`src/core/dacd_regs.svh`:
```
// Register offsets, field positions and reset values of the compare and decrement datapath
`ifndef DACD_REGS_SVH
`define DACD_REGS_SVH

// ==========================================================================
// Register offsets (byte addresses)
`define DACD_ADDR_ACC_A   8'h00
`define DACD_ADDR_ACC_B   8'h04
`define DACD_ADDR_ACC_C   8'h08
`define DACD_ADDR_ACC_D   8'h0C
`define DACD_ADDR_FLAGS   8'h10
`define DACD_ADDR_STATUS  8'h14

// ==========================================================================
// Flag register fields
`define DACD_FLAG_C_BIT   0
`define DACD_FLAG_Z_BIT   1
`define DACD_FLAG_V_BIT   2
`define DACD_FLAG_N_BIT   3

// ==========================================================================
// Status register fields
`define DACD_STAT_BUSY_BIT  0
`define DACD_STAT_COUNT_LSB 8
`define DACD_STAT_COUNT_MSB 15

// ==========================================================================
// Reset values
`define DACD_ACC_RST      24'h000000
`define DACD_FLAGS_RST    4'h0
`define DACD_RDATA_RST    32'h00000000
`define DACD_COUNT_RST    8'h00

`endif

```
`src/core/dacd_pkg.sv`:
```
// Types shared by the compare and decrement datapath
package dacd_pkg;

  // ========================================================================
  // Operations issued by the host pipeline
  typedef enum logic [1:0] {
    DACD_OP_ACCUMULATOR_COMPARE,
    DACD_OP_COMPARE_PMOVE,
    DACD_OP_DECREMENT_WITH_CARRY,
    DACD_OP_DECREMENT_WITH_CARRY_IF_T
  } dacd_op_e;

  // ========================================================================
  // Operand sources of the compare
  typedef enum logic [1:0] {
    DACD_SRC_SIMM5,
    DACD_SRC_SIMM16,
    DACD_SRC_ACC,
    DACD_SRC_REG16
  } dacd_src_e;

  // ========================================================================
  // Issue state
  typedef enum logic {
    DACD_ST_IDLE,
    DACD_ST_WAIT_EXT
  } dacd_state_e;

  // ========================================================================
  // First instruction word, decoded
  typedef struct packed {
    dacd_op_e   op;
    logic [1:0] an;
    dacd_src_e  src;
    logic [1:0] am;
    logic       cj;
    logic [4:0] imm5;
  } dacd_insn_s;

  // ========================================================================
  // Arithmetic flags
  typedef struct packed {
    logic n;
    logic v;
    logic z;
    logic c;
  } dacd_flags_s;

endpackage : dacd_pkg

```
`src/core/dacd_operand_ext.sv`:
```
// Operand selection and width extension for the compare
`timescale 1ns/100ps
`default_nettype none

module dacd_operand_ext
  import dacd_pkg::*;
#(
  parameter int W = 24
) (
  // Selection
  input  wire dacd_src_e    src,
  // Candidate operands
  input  wire logic [4:0]   imm5,
  input  wire logic [15:0]  imm16,
  input  wire logic [W-1:0] acc_val,
  input  wire logic [15:0]  reg16,
  // Extended operand
  output logic      [W-1:0] operand
);

  // ========================================================================
  // Extension
  always_comb begin
    unique case (src)
      DACD_SRC_SIMM5:  operand = {{(W-5){imm5[4]}}, imm5};
      DACD_SRC_SIMM16: operand = {{(W-16){imm16[15]}}, imm16};
      DACD_SRC_ACC:    operand = acc_val;
      DACD_SRC_REG16:  operand = {{(W-16){1'b0}}, reg16};
    endcase
  end

endmodule // dacd_operand_ext

`default_nettype wire

```
`src/core/dacd_adder.sv`:
```
// Full-width adder with carry, zero, overflow and negative flags
`timescale 1ns/100ps
`default_nettype none

module dacd_adder
  import dacd_pkg::*;
#(
  parameter int W = 24
) (
  // Operands
  input  wire logic [W-1:0] a,
  input  wire logic [W-1:0] b,
  input  wire logic         cin,
  // Result
  output logic      [W-1:0] sum,
  output dacd_flags_s       flags
);

  logic [W:0] wide;

  // ========================================================================
  // Sum and flags
  always_comb begin
    wide    = {1'b0, a} + {1'b0, b} + {{W{1'b0}}, cin};
    sum     = wide[W-1:0];
    flags.c = wide[W];
    flags.z = (wide[W-1:0] == '0);
    flags.v = (a[W-1] == b[W-1]) && (wide[W-1] != a[W-1]);
    flags.n = flags.v ^ wide[W-1];
  end

endmodule // dacd_adder

`default_nettype wire

```
`src/core/dsp_acc_compare_decrement.sv`:
```
// Accumulator compare and decrement-with-carry datapath
//
// Function
// - Compare subtracts operand for flags only; accumulator keeps its value.
// - Short and long immediates are sign-extended to 24 bits.
// - A 16-bit register operand is zero-extended to 24 bits.
// - Carry is set when the operation carries out, else cleared.
// - Zero is set when the 24-bit result is zero, else cleared.
// - Overflow is set on signed overflow, else cleared.
// - Negative equals overflow XOR result MSB.
// - Compare is one word, two words with long immediate.
// - Parallel compare subtracts C or D from A or B, A/B unchanged.
// - Parallel compare also loads C or D from memory data.
// - Decrement subtracts inverted carry from selected 24-bit accumulator.
// - Conditional decrement runs only with T set, else changes nothing.
// - Accumulators, results and flags use the full 24-bit width.
//
// Implementation choices: the register offsets and strobed register access.
`timescale 1ns/100ps
`default_nettype none

`include "dacd_regs.svh"

module dsp_acc_compare_decrement
  import dacd_pkg::*;
#(
  parameter int W    = 24,
  parameter int NACC = 4
) (
  // Clock and reset
  input  wire logic         ref_clk,
  input  wire logic         rst_n,
  // Instruction issue from host pipeline
  input  wire logic         insn_valid,
  input  wire dacd_insn_s   insn,
  input  wire logic         ext_valid,
  input  wire logic [15:0]  ext_word,
  // Operand sources from host
  input  wire logic [15:0]  reg16_data,
  input  wire logic [W-1:0] mem_rdata,
  input  wire logic         t_flag,
  // Register port
  input  wire logic [7:0]   reg_addr,
  input  wire logic [31:0]  reg_wdata,
  input  wire logic         reg_wr,
  input  wire logic         reg_rd,
  output logic      [31:0]  reg_rdata,
  // Status to host
  output logic              busy,
  output logic              done,
  output dacd_flags_s       flags_out
);

  // ========================================================================
  // State
  dacd_state_e       state_reg;
  dacd_state_e       state_next;
  dacd_insn_s        held_reg;
  logic [W-1:0]      acc_reg [NACC];
  dacd_flags_s       flags_reg;
  logic              done_reg;
  logic [7:0]        count_reg;
  logic [31:0]       rdata_reg;
  logic              busy_reg;

  // ========================================================================
  // Decode of the active instruction
  dacd_insn_s        cur;
  logic              take_insn;
  logic              take_ext;
  logic              exec;
  logic              needs_ext;
  logic [1:0]        dst_idx;
  logic [1:0]        src_idx;
  logic [1:0]        load_idx;
  logic [W-1:0]      a_val;
  logic [W-1:0]      src_acc_val;
  logic [W-1:0]      operand;
  logic [W-1:0]      add_b;
  logic              add_cin;
  logic [W-1:0]      sum;
  dacd_flags_s       add_flags;
  logic              write_acc;
  logic              write_load;
  logic              write_flags;

  assign take_insn = insn_valid && (state_reg == DACD_ST_IDLE);
  assign take_ext  = ext_valid && (state_reg == DACD_ST_WAIT_EXT);
  assign needs_ext = (insn.op == DACD_OP_ACCUMULATOR_COMPARE) &&
                     (insn.src == DACD_SRC_SIMM16);
  assign cur       = (state_reg == DACD_ST_WAIT_EXT) ? held_reg : insn;
  assign exec      = (take_insn && !needs_ext) || take_ext;

  always_comb begin
    dst_idx  = cur.an;
    src_idx  = cur.am;
    load_idx = {1'b1, cur.cj};
    if (cur.op == DACD_OP_COMPARE_PMOVE) begin
      dst_idx = {1'b0, cur.an[0]};
      src_idx = {1'b1, cur.am[0]};
    end
  end

  assign a_val       = acc_reg[dst_idx];
  assign src_acc_val = acc_reg[src_idx];

  // ========================================================================
  // Operand extension
  dacd_operand_ext #(
    .W       (W)
  ) u_ext (
    .src     ((cur.op == DACD_OP_COMPARE_PMOVE) ? DACD_SRC_ACC : cur.src),
    .imm5    (cur.imm5),
    .imm16   (ext_word),
    .acc_val (src_acc_val),
    .reg16   (reg16_data),
    .operand (operand)
  );

  // ========================================================================
  // Adder input: subtract as A + ~op + 1, decrement as A + all-ones + C
  always_comb begin
    unique case (cur.op)
      DACD_OP_ACCUMULATOR_COMPARE,
      DACD_OP_COMPARE_PMOVE: begin
        add_b   = ~operand;
        add_cin = 1'b1;
      end
      DACD_OP_DECREMENT_WITH_CARRY,
      DACD_OP_DECREMENT_WITH_CARRY_IF_T: begin
        add_b   = {W{1'b1}};
        add_cin = flags_reg.c;
      end
    endcase
  end

  dacd_adder #(
    .W     (W)
  ) u_add (
    .a     (a_val),
    .b     (add_b),
    .cin   (add_cin),
    .sum   (sum),
    .flags (add_flags)
  );

  // ========================================================================
  // Write enables
  always_comb begin
    write_acc   = 1'b0;
    write_load  = 1'b0;
    write_flags = 1'b0;
    if (exec) begin
      unique case (cur.op)
        DACD_OP_ACCUMULATOR_COMPARE: begin
          write_flags = 1'b1;
        end
        DACD_OP_COMPARE_PMOVE: begin
          write_flags = 1'b1;
          write_load  = 1'b1;
        end
        DACD_OP_DECREMENT_WITH_CARRY: begin
          write_acc   = 1'b1;
          write_flags = 1'b1;
        end
        DACD_OP_DECREMENT_WITH_CARRY_IF_T: begin
          write_acc   = t_flag;
          write_flags = t_flag;
        end
      endcase
    end
  end

  // ========================================================================
  // Issue state machine
  always_comb begin
    state_next = state_reg;
    unique case (state_reg)
      DACD_ST_IDLE: begin
        if (take_insn && needs_ext) begin
          state_next = DACD_ST_WAIT_EXT;
        end
      end
      DACD_ST_WAIT_EXT: begin
        if (ext_valid) begin
          state_next = DACD_ST_IDLE;
        end
      end
    endcase
  end

  always_ff @(posedge ref_clk) begin
    if (!rst_n) begin
      state_reg <= DACD_ST_IDLE;
    end else begin
      state_reg <= state_next;
    end
  end

  // ========================================================================
  // Busy flag, registered beside the state
  always_ff @(posedge ref_clk) begin
    if (!rst_n) begin
      busy_reg <= 1'b0;
    end else begin
      busy_reg <= (state_next == DACD_ST_WAIT_EXT);
    end
  end

  always_ff @(posedge ref_clk) begin
    if (!rst_n) begin
      held_reg <= '0;
    end else if (take_insn) begin
      held_reg <= insn;
    end
  end

  // ========================================================================
  // Accumulators: instruction writes win over register port writes
  for (genvar i = 0; i < NACC; i++) begin : g_acc
    localparam logic [7:0] ACC_ADDR = 8'(i * 4);
    always_ff @(posedge ref_clk) begin
      if (!rst_n) begin
        acc_reg[i] <= `DACD_ACC_RST;
      end else if (write_acc && (dst_idx == 2'(i))) begin
        acc_reg[i] <= sum;
      end else if (write_load && (load_idx == 2'(i))) begin
        acc_reg[i] <= mem_rdata;
      end else if (reg_wr && (reg_addr == ACC_ADDR)) begin
        acc_reg[i] <= reg_wdata[W-1:0];
      end
    end
  end

  // ========================================================================
  // Flags
  always_ff @(posedge ref_clk) begin
    if (!rst_n) begin
      flags_reg <= `DACD_FLAGS_RST;
    end else if (write_flags) begin
      flags_reg <= add_flags;
    end else if (reg_wr && (reg_addr == `DACD_ADDR_FLAGS)) begin
      flags_reg.c <= reg_wdata[`DACD_FLAG_C_BIT];
      flags_reg.z <= reg_wdata[`DACD_FLAG_Z_BIT];
      flags_reg.v <= reg_wdata[`DACD_FLAG_V_BIT];
      flags_reg.n <= reg_wdata[`DACD_FLAG_N_BIT];
    end
  end

  // ========================================================================
  // Completion pulse and counter of flag-writing instructions
  always_ff @(posedge ref_clk) begin
    if (!rst_n) begin
      done_reg <= 1'b0;
    end else begin
      done_reg <= exec;
    end
  end

  always_ff @(posedge ref_clk) begin
    if (!rst_n) begin
      count_reg <= `DACD_COUNT_RST;
    end else if (reg_wr && (reg_addr == `DACD_ADDR_STATUS)) begin
      count_reg <= `DACD_COUNT_RST;
    end else if (write_flags) begin
      count_reg <= count_reg + 8'h01;
    end
  end

  // ========================================================================
  // Register read port
  always_ff @(posedge ref_clk) begin
    if (!rst_n) begin
      rdata_reg <= `DACD_RDATA_RST;
    end else if (reg_rd) begin
      rdata_reg <= `DACD_RDATA_RST;
      unique case (reg_addr)
        `DACD_ADDR_ACC_A: rdata_reg[W-1:0] <= acc_reg[0];
        `DACD_ADDR_ACC_B: rdata_reg[W-1:0] <= acc_reg[1];
        `DACD_ADDR_ACC_C: rdata_reg[W-1:0] <= acc_reg[2];
        `DACD_ADDR_ACC_D: rdata_reg[W-1:0] <= acc_reg[3];
        `DACD_ADDR_FLAGS: begin
          rdata_reg[`DACD_FLAG_C_BIT] <= flags_reg.c;
          rdata_reg[`DACD_FLAG_Z_BIT] <= flags_reg.z;
          rdata_reg[`DACD_FLAG_V_BIT] <= flags_reg.v;
          rdata_reg[`DACD_FLAG_N_BIT] <= flags_reg.n;
        end
        `DACD_ADDR_STATUS: begin
          rdata_reg[`DACD_STAT_BUSY_BIT] <= (state_reg == DACD_ST_WAIT_EXT);
          rdata_reg[`DACD_STAT_COUNT_MSB:`DACD_STAT_COUNT_LSB] <= count_reg;
        end
        default: rdata_reg <= `DACD_RDATA_RST;
      endcase
    end else begin
      rdata_reg <= `DACD_RDATA_RST;
    end
  end

  // ========================================================================
  // Outputs
  assign reg_rdata = rdata_reg;
  assign busy      = busy_reg;
  assign done      = done_reg;
  assign flags_out = flags_reg;

endmodule // dsp_acc_compare_decrement

`default_nettype wire

```
`config.mk`:
```
export PLATFORM = sky130hd
export DESIGN_NAME = dsp_acc_compare_decrement
export DESIGN_NICKNAME = d
export VERILOG_FILES = /design/src/core/dacd_pkg.sv /design/src/core/dacd_operand_ext.sv /design/src/core/dacd_adder.sv /design/src/core/dsp_acc_compare_decrement.sv
export VERILOG_INCLUDE_DIRS = /design/src /design/src/core
export SDC_FILE = /design/constraint.sdc
export NUM_CORES = 1
export LEC_CHECK = 0
export BUFFER_PORTS_ARGS = -buffer_cell sky130_fd_sc_hd__buf_2
export CORE_MARGIN = 1
export CORE_UTILIZATION = 43
export CTS_BUF_LIST = sky130_fd_sc_hd__clkbuf_4 sky130_fd_sc_hd__clkbuf_8 sky130_fd_sc_hd__clkbuf_16
export DETAILED_ROUTE_END_ITERATION = 16
export GPL_TIMING_DRIVEN = 1
export PLACE_DENSITY_LB_ADDON = 0.15
export SYNTH_ARGS = -nofsm -noshare
export SYNTH_HDL_FRONTEND = slang
export SYNTH_SLANG_ARGS = --single-unit
```
`constraint.sdc`:
```
create_clock -name ref_clk -period 6.8 [get_ports ref_clk]
set_input_delay 0.34 -clock ref_clk [delete_from_list [all_inputs] [get_ports ref_clk]]
set_output_delay 0.34 -clock ref_clk [all_outputs]
set_load 0.005 [all_outputs]
```
==> qor.yml <==
wire_per_inst_um: 23.9
holdCritPathClass: "input port to flop"
synth-edff-count: 96
clk_pin_slew_ps: 60
finalCritPeriodShare: 0.882
worstSkewPairLatency_ps: 430
yosys_warnings: 0
endpoint: "flags_out[1]$_SDFFE_PN0P_"
via_per_inst: 6.35
ant_nets: 0
cp-end-kind: "flop"
synth_top_flop_cell: "edfxtp_1"
critPathKind: "flop to flop"
drive_gt1_frac: 0.193
fp.coreArea_sq_mm: 0.0236
crit_start: "busy$_SDFF_PN0_"
ios: 155
hold_violations: 0
rows: 56
syn2layout_area_growth_pct: 15.3
grt_first_pass_wirelength_um: 57200
grt_max_degree: 43
die_width_um: 158
grt_use_total: 0.316
grt_pass1_vias: 9513
gr-total-overflow: 0
drc: 0
fin_skew_ps: 13.2
finalSetupViolCount: 0
hpwl_um: 26800
async_flop_share: 0
clkSinkCount: 148
diodes: 0
synth_cell_types: 67
status: "completed"
fill_cells: 2267
critical_path.max_fanout: 17
worst-r2r-cell-count: 15
r2r_end: "flags_out[1]$_SDFFE_PN0P_"
final_util: 0.510
final_cells: 1637
cts-resized-gates: 0
cts_buffers: 17
whs_ps: 167
peakVddDrop_uv: 108
synth_area_per_cell_sq_um: 8.66
antenna_found_initial: 0
initial_core_util: 0.442
ys_seq_area_frac: 0.376
hold_path_depth: 3
synthCells: 1204
netlist_area_sq_mm: 0.0104
timing.fmax_ghz: 0.167
maxSlewViolCount: 0
h-tree-depth: 4
cts_max_path_buffers: 2
post-place-cells: 1605
arrival_ps: 6340
reg2reg_setup_slack_ps: 800
finalCriticalPeriod_ps: 6000
cts_hold_buf: 0
cp-start-kind: "flop"
r2r-start: "busy$_SDFF_PN0_"
nets: 1448
worstMarginPinSlew_ps: 1230
io_buffers: 138
p_leak_uw: 0.00469
cts_setup_buffers: 0
largest_reg_flops: 96
drt_wl_total_um: 39200
slew_headroom: 0.177
gp_congestion: 1.02
root_buffer: "clkbuf_16"
die_area_sq_mm: 0.0249
ys_seq_elements: 148
drt-initial-drc-count: 1525
cap_violations: 0
dr.pass1.iters: 8
cts_tree: "yes"
setup_tns_ps: 0
fp.dieH_um: 158
vias: 10400
rsz0062_at_grt: "false"
powerDensity_mw_per_mm2: 232
critPathRequiredTime_ps: 7140
## metal layers
metal | global-route usage | wire length, um | up-vias
met5 | 0 | 0 | -
met4 | 0.116 | 1200 | 0
met3 | 0.0638 | 3910 | 89
met2 | 0.500 | 17500 | 615
met1 | 0.426 | 16600 | 4957
li1 | - | - | 4728
## critical path, stage by stage (launching register included)
cell and delay (ps):
dfxtp_1 790, buf_4 370, mux2i_2 590, mux2i_1 150, a221oi_1 360, o21ai_0 190, fa_1 490, fa_1 490
a211oi_1 390, nor2_1 110, xnor2_1 390, o211ai_1 160, or4_1 560, nor4_1 420, nand4b_1 210, o31ai_2 240
## final cells by class
class | instances | area, sq um | share of cell area
Timing Repair Buffer | 168 | 928 | 0.0772
Tap cell | 319 | 399 | 0.0332
Multi-Input combinational cell | 948 | 6120 | 0.509
Sequential cell | 148 | 3920 | 0.326
Inverter | 22 | 82.6 | 0.00686
Clock buffer | 23 | 512 | 0.0425
Clock inverter | 9 | 66.3 | 0.00551
## stage by stage
stage	worst slack (ps)	total power, uW	area (sq um)
6_report	802	2800	12000
5_1_grt	418	2910	12000
4_1_cts	875	2780	12000
3_5_place_dp	895	1860	11500
3_3_place_gp	1040	1850	11500
2_1_floorplan	1830	1590	10500
## Yosys cell counts, drive strengths merged, types with 6 or more instances
library cell / instances / area share
a2111oi: 7 / 0.0059
a211oi: 44 / 0.032
a21boi: 16 / 0.012
a21o: 8 / 0.0058
a21oi: 43 / 0.021
a221o: 10 / 0.0096
a221oi: 6 / 0.0050
a222oi: 37 / 0.036
a22o: 22 / 0.018
a22oi: 13 / 0.0094
a31oi: 43 / 0.026
and2: 50 / 0.030
and3: 11 / 0.0066
buf: 16 / 0.0096
clkbuf: 77 / 0.028
dfxtp: 52 / 0.10
edfxtp: 96 / 0.28
ha: 24 / 0.029
inv: 22 / 0.0079
mux2: 28 / 0.030
mux2i: 25 / 0.024
mux4: 9 / 0.019
nand2: 254 / 0.091
nand3: 27 / 0.013
nand4: 8 / 0.0048
nor2: 60 / 0.022
nor3: 10 / 0.0048
nor4: 7 / 0.0048
o211ai: 19 / 0.014
o21ai: 67 / 0.032
or3: 6 / 0.0036
xnor2: 12 / 0.010
xor2: 16 / 0.013
## where the power goes
group          internal (uW)  leakage [uW]  switching, uW  total, uW
logic                    289       0.00297            533        822
registers               1010       0.00143           35.9       1040
clock network            535      0.000293            399        934
## cell usage in the layout (no fill, tap or decap), types with 37 or more instances in the layout
master,n
nand2_1,253
nor2_1,59
a31oi_1,43
edfxtp_1,96
a211oi_1,44
a21oi_1,42
and2_1,50
buf_2,138
dfxtp_1,52
a222oi_1,37
o21ai_0,67
## kinds of logic (layout without fill, tap and decap cells)
kind of cell    Yosys count  count (layout)  synth area share
simple gates            463             463             0.202
compound gates          361             361             0.247
flops                   148             148             0.376
buf+inv                 115             222            0.0452
mux                      62              62            0.0736
xor+xnor                 28              28            0.0235
fa+ha+maj                26              26            0.0326
other cells               1               8          0.000359
## worst min-delay path by stage
| stage | from | end | slack, ps |
|---|---|---|---|
| floorplan | held_reg[11]$_SDFFE_PN0P_ | held_reg[11]$_SDFFE_PN0P_ | 440 |
| global placement | held_reg[5]$_SDFFE_PN0P_ | held_reg[5]$_SDFFE_PN0P_ | 450 |
| detailed placement | held_reg[5]$_SDFFE_PN0P_ | held_reg[5]$_SDFFE_PN0P_ | 460 |
| CTS | insn[1] | held_reg[1]$_SDFFE_PN0P_ | 160 |
| global route | insn[3] | held_reg[3]$_SDFFE_PN0P_ | 170 |
| finish | insn[2] | held_reg[2]$_SDFFE_PN0P_ | 170 |
(Power assumes the default switching activity.)
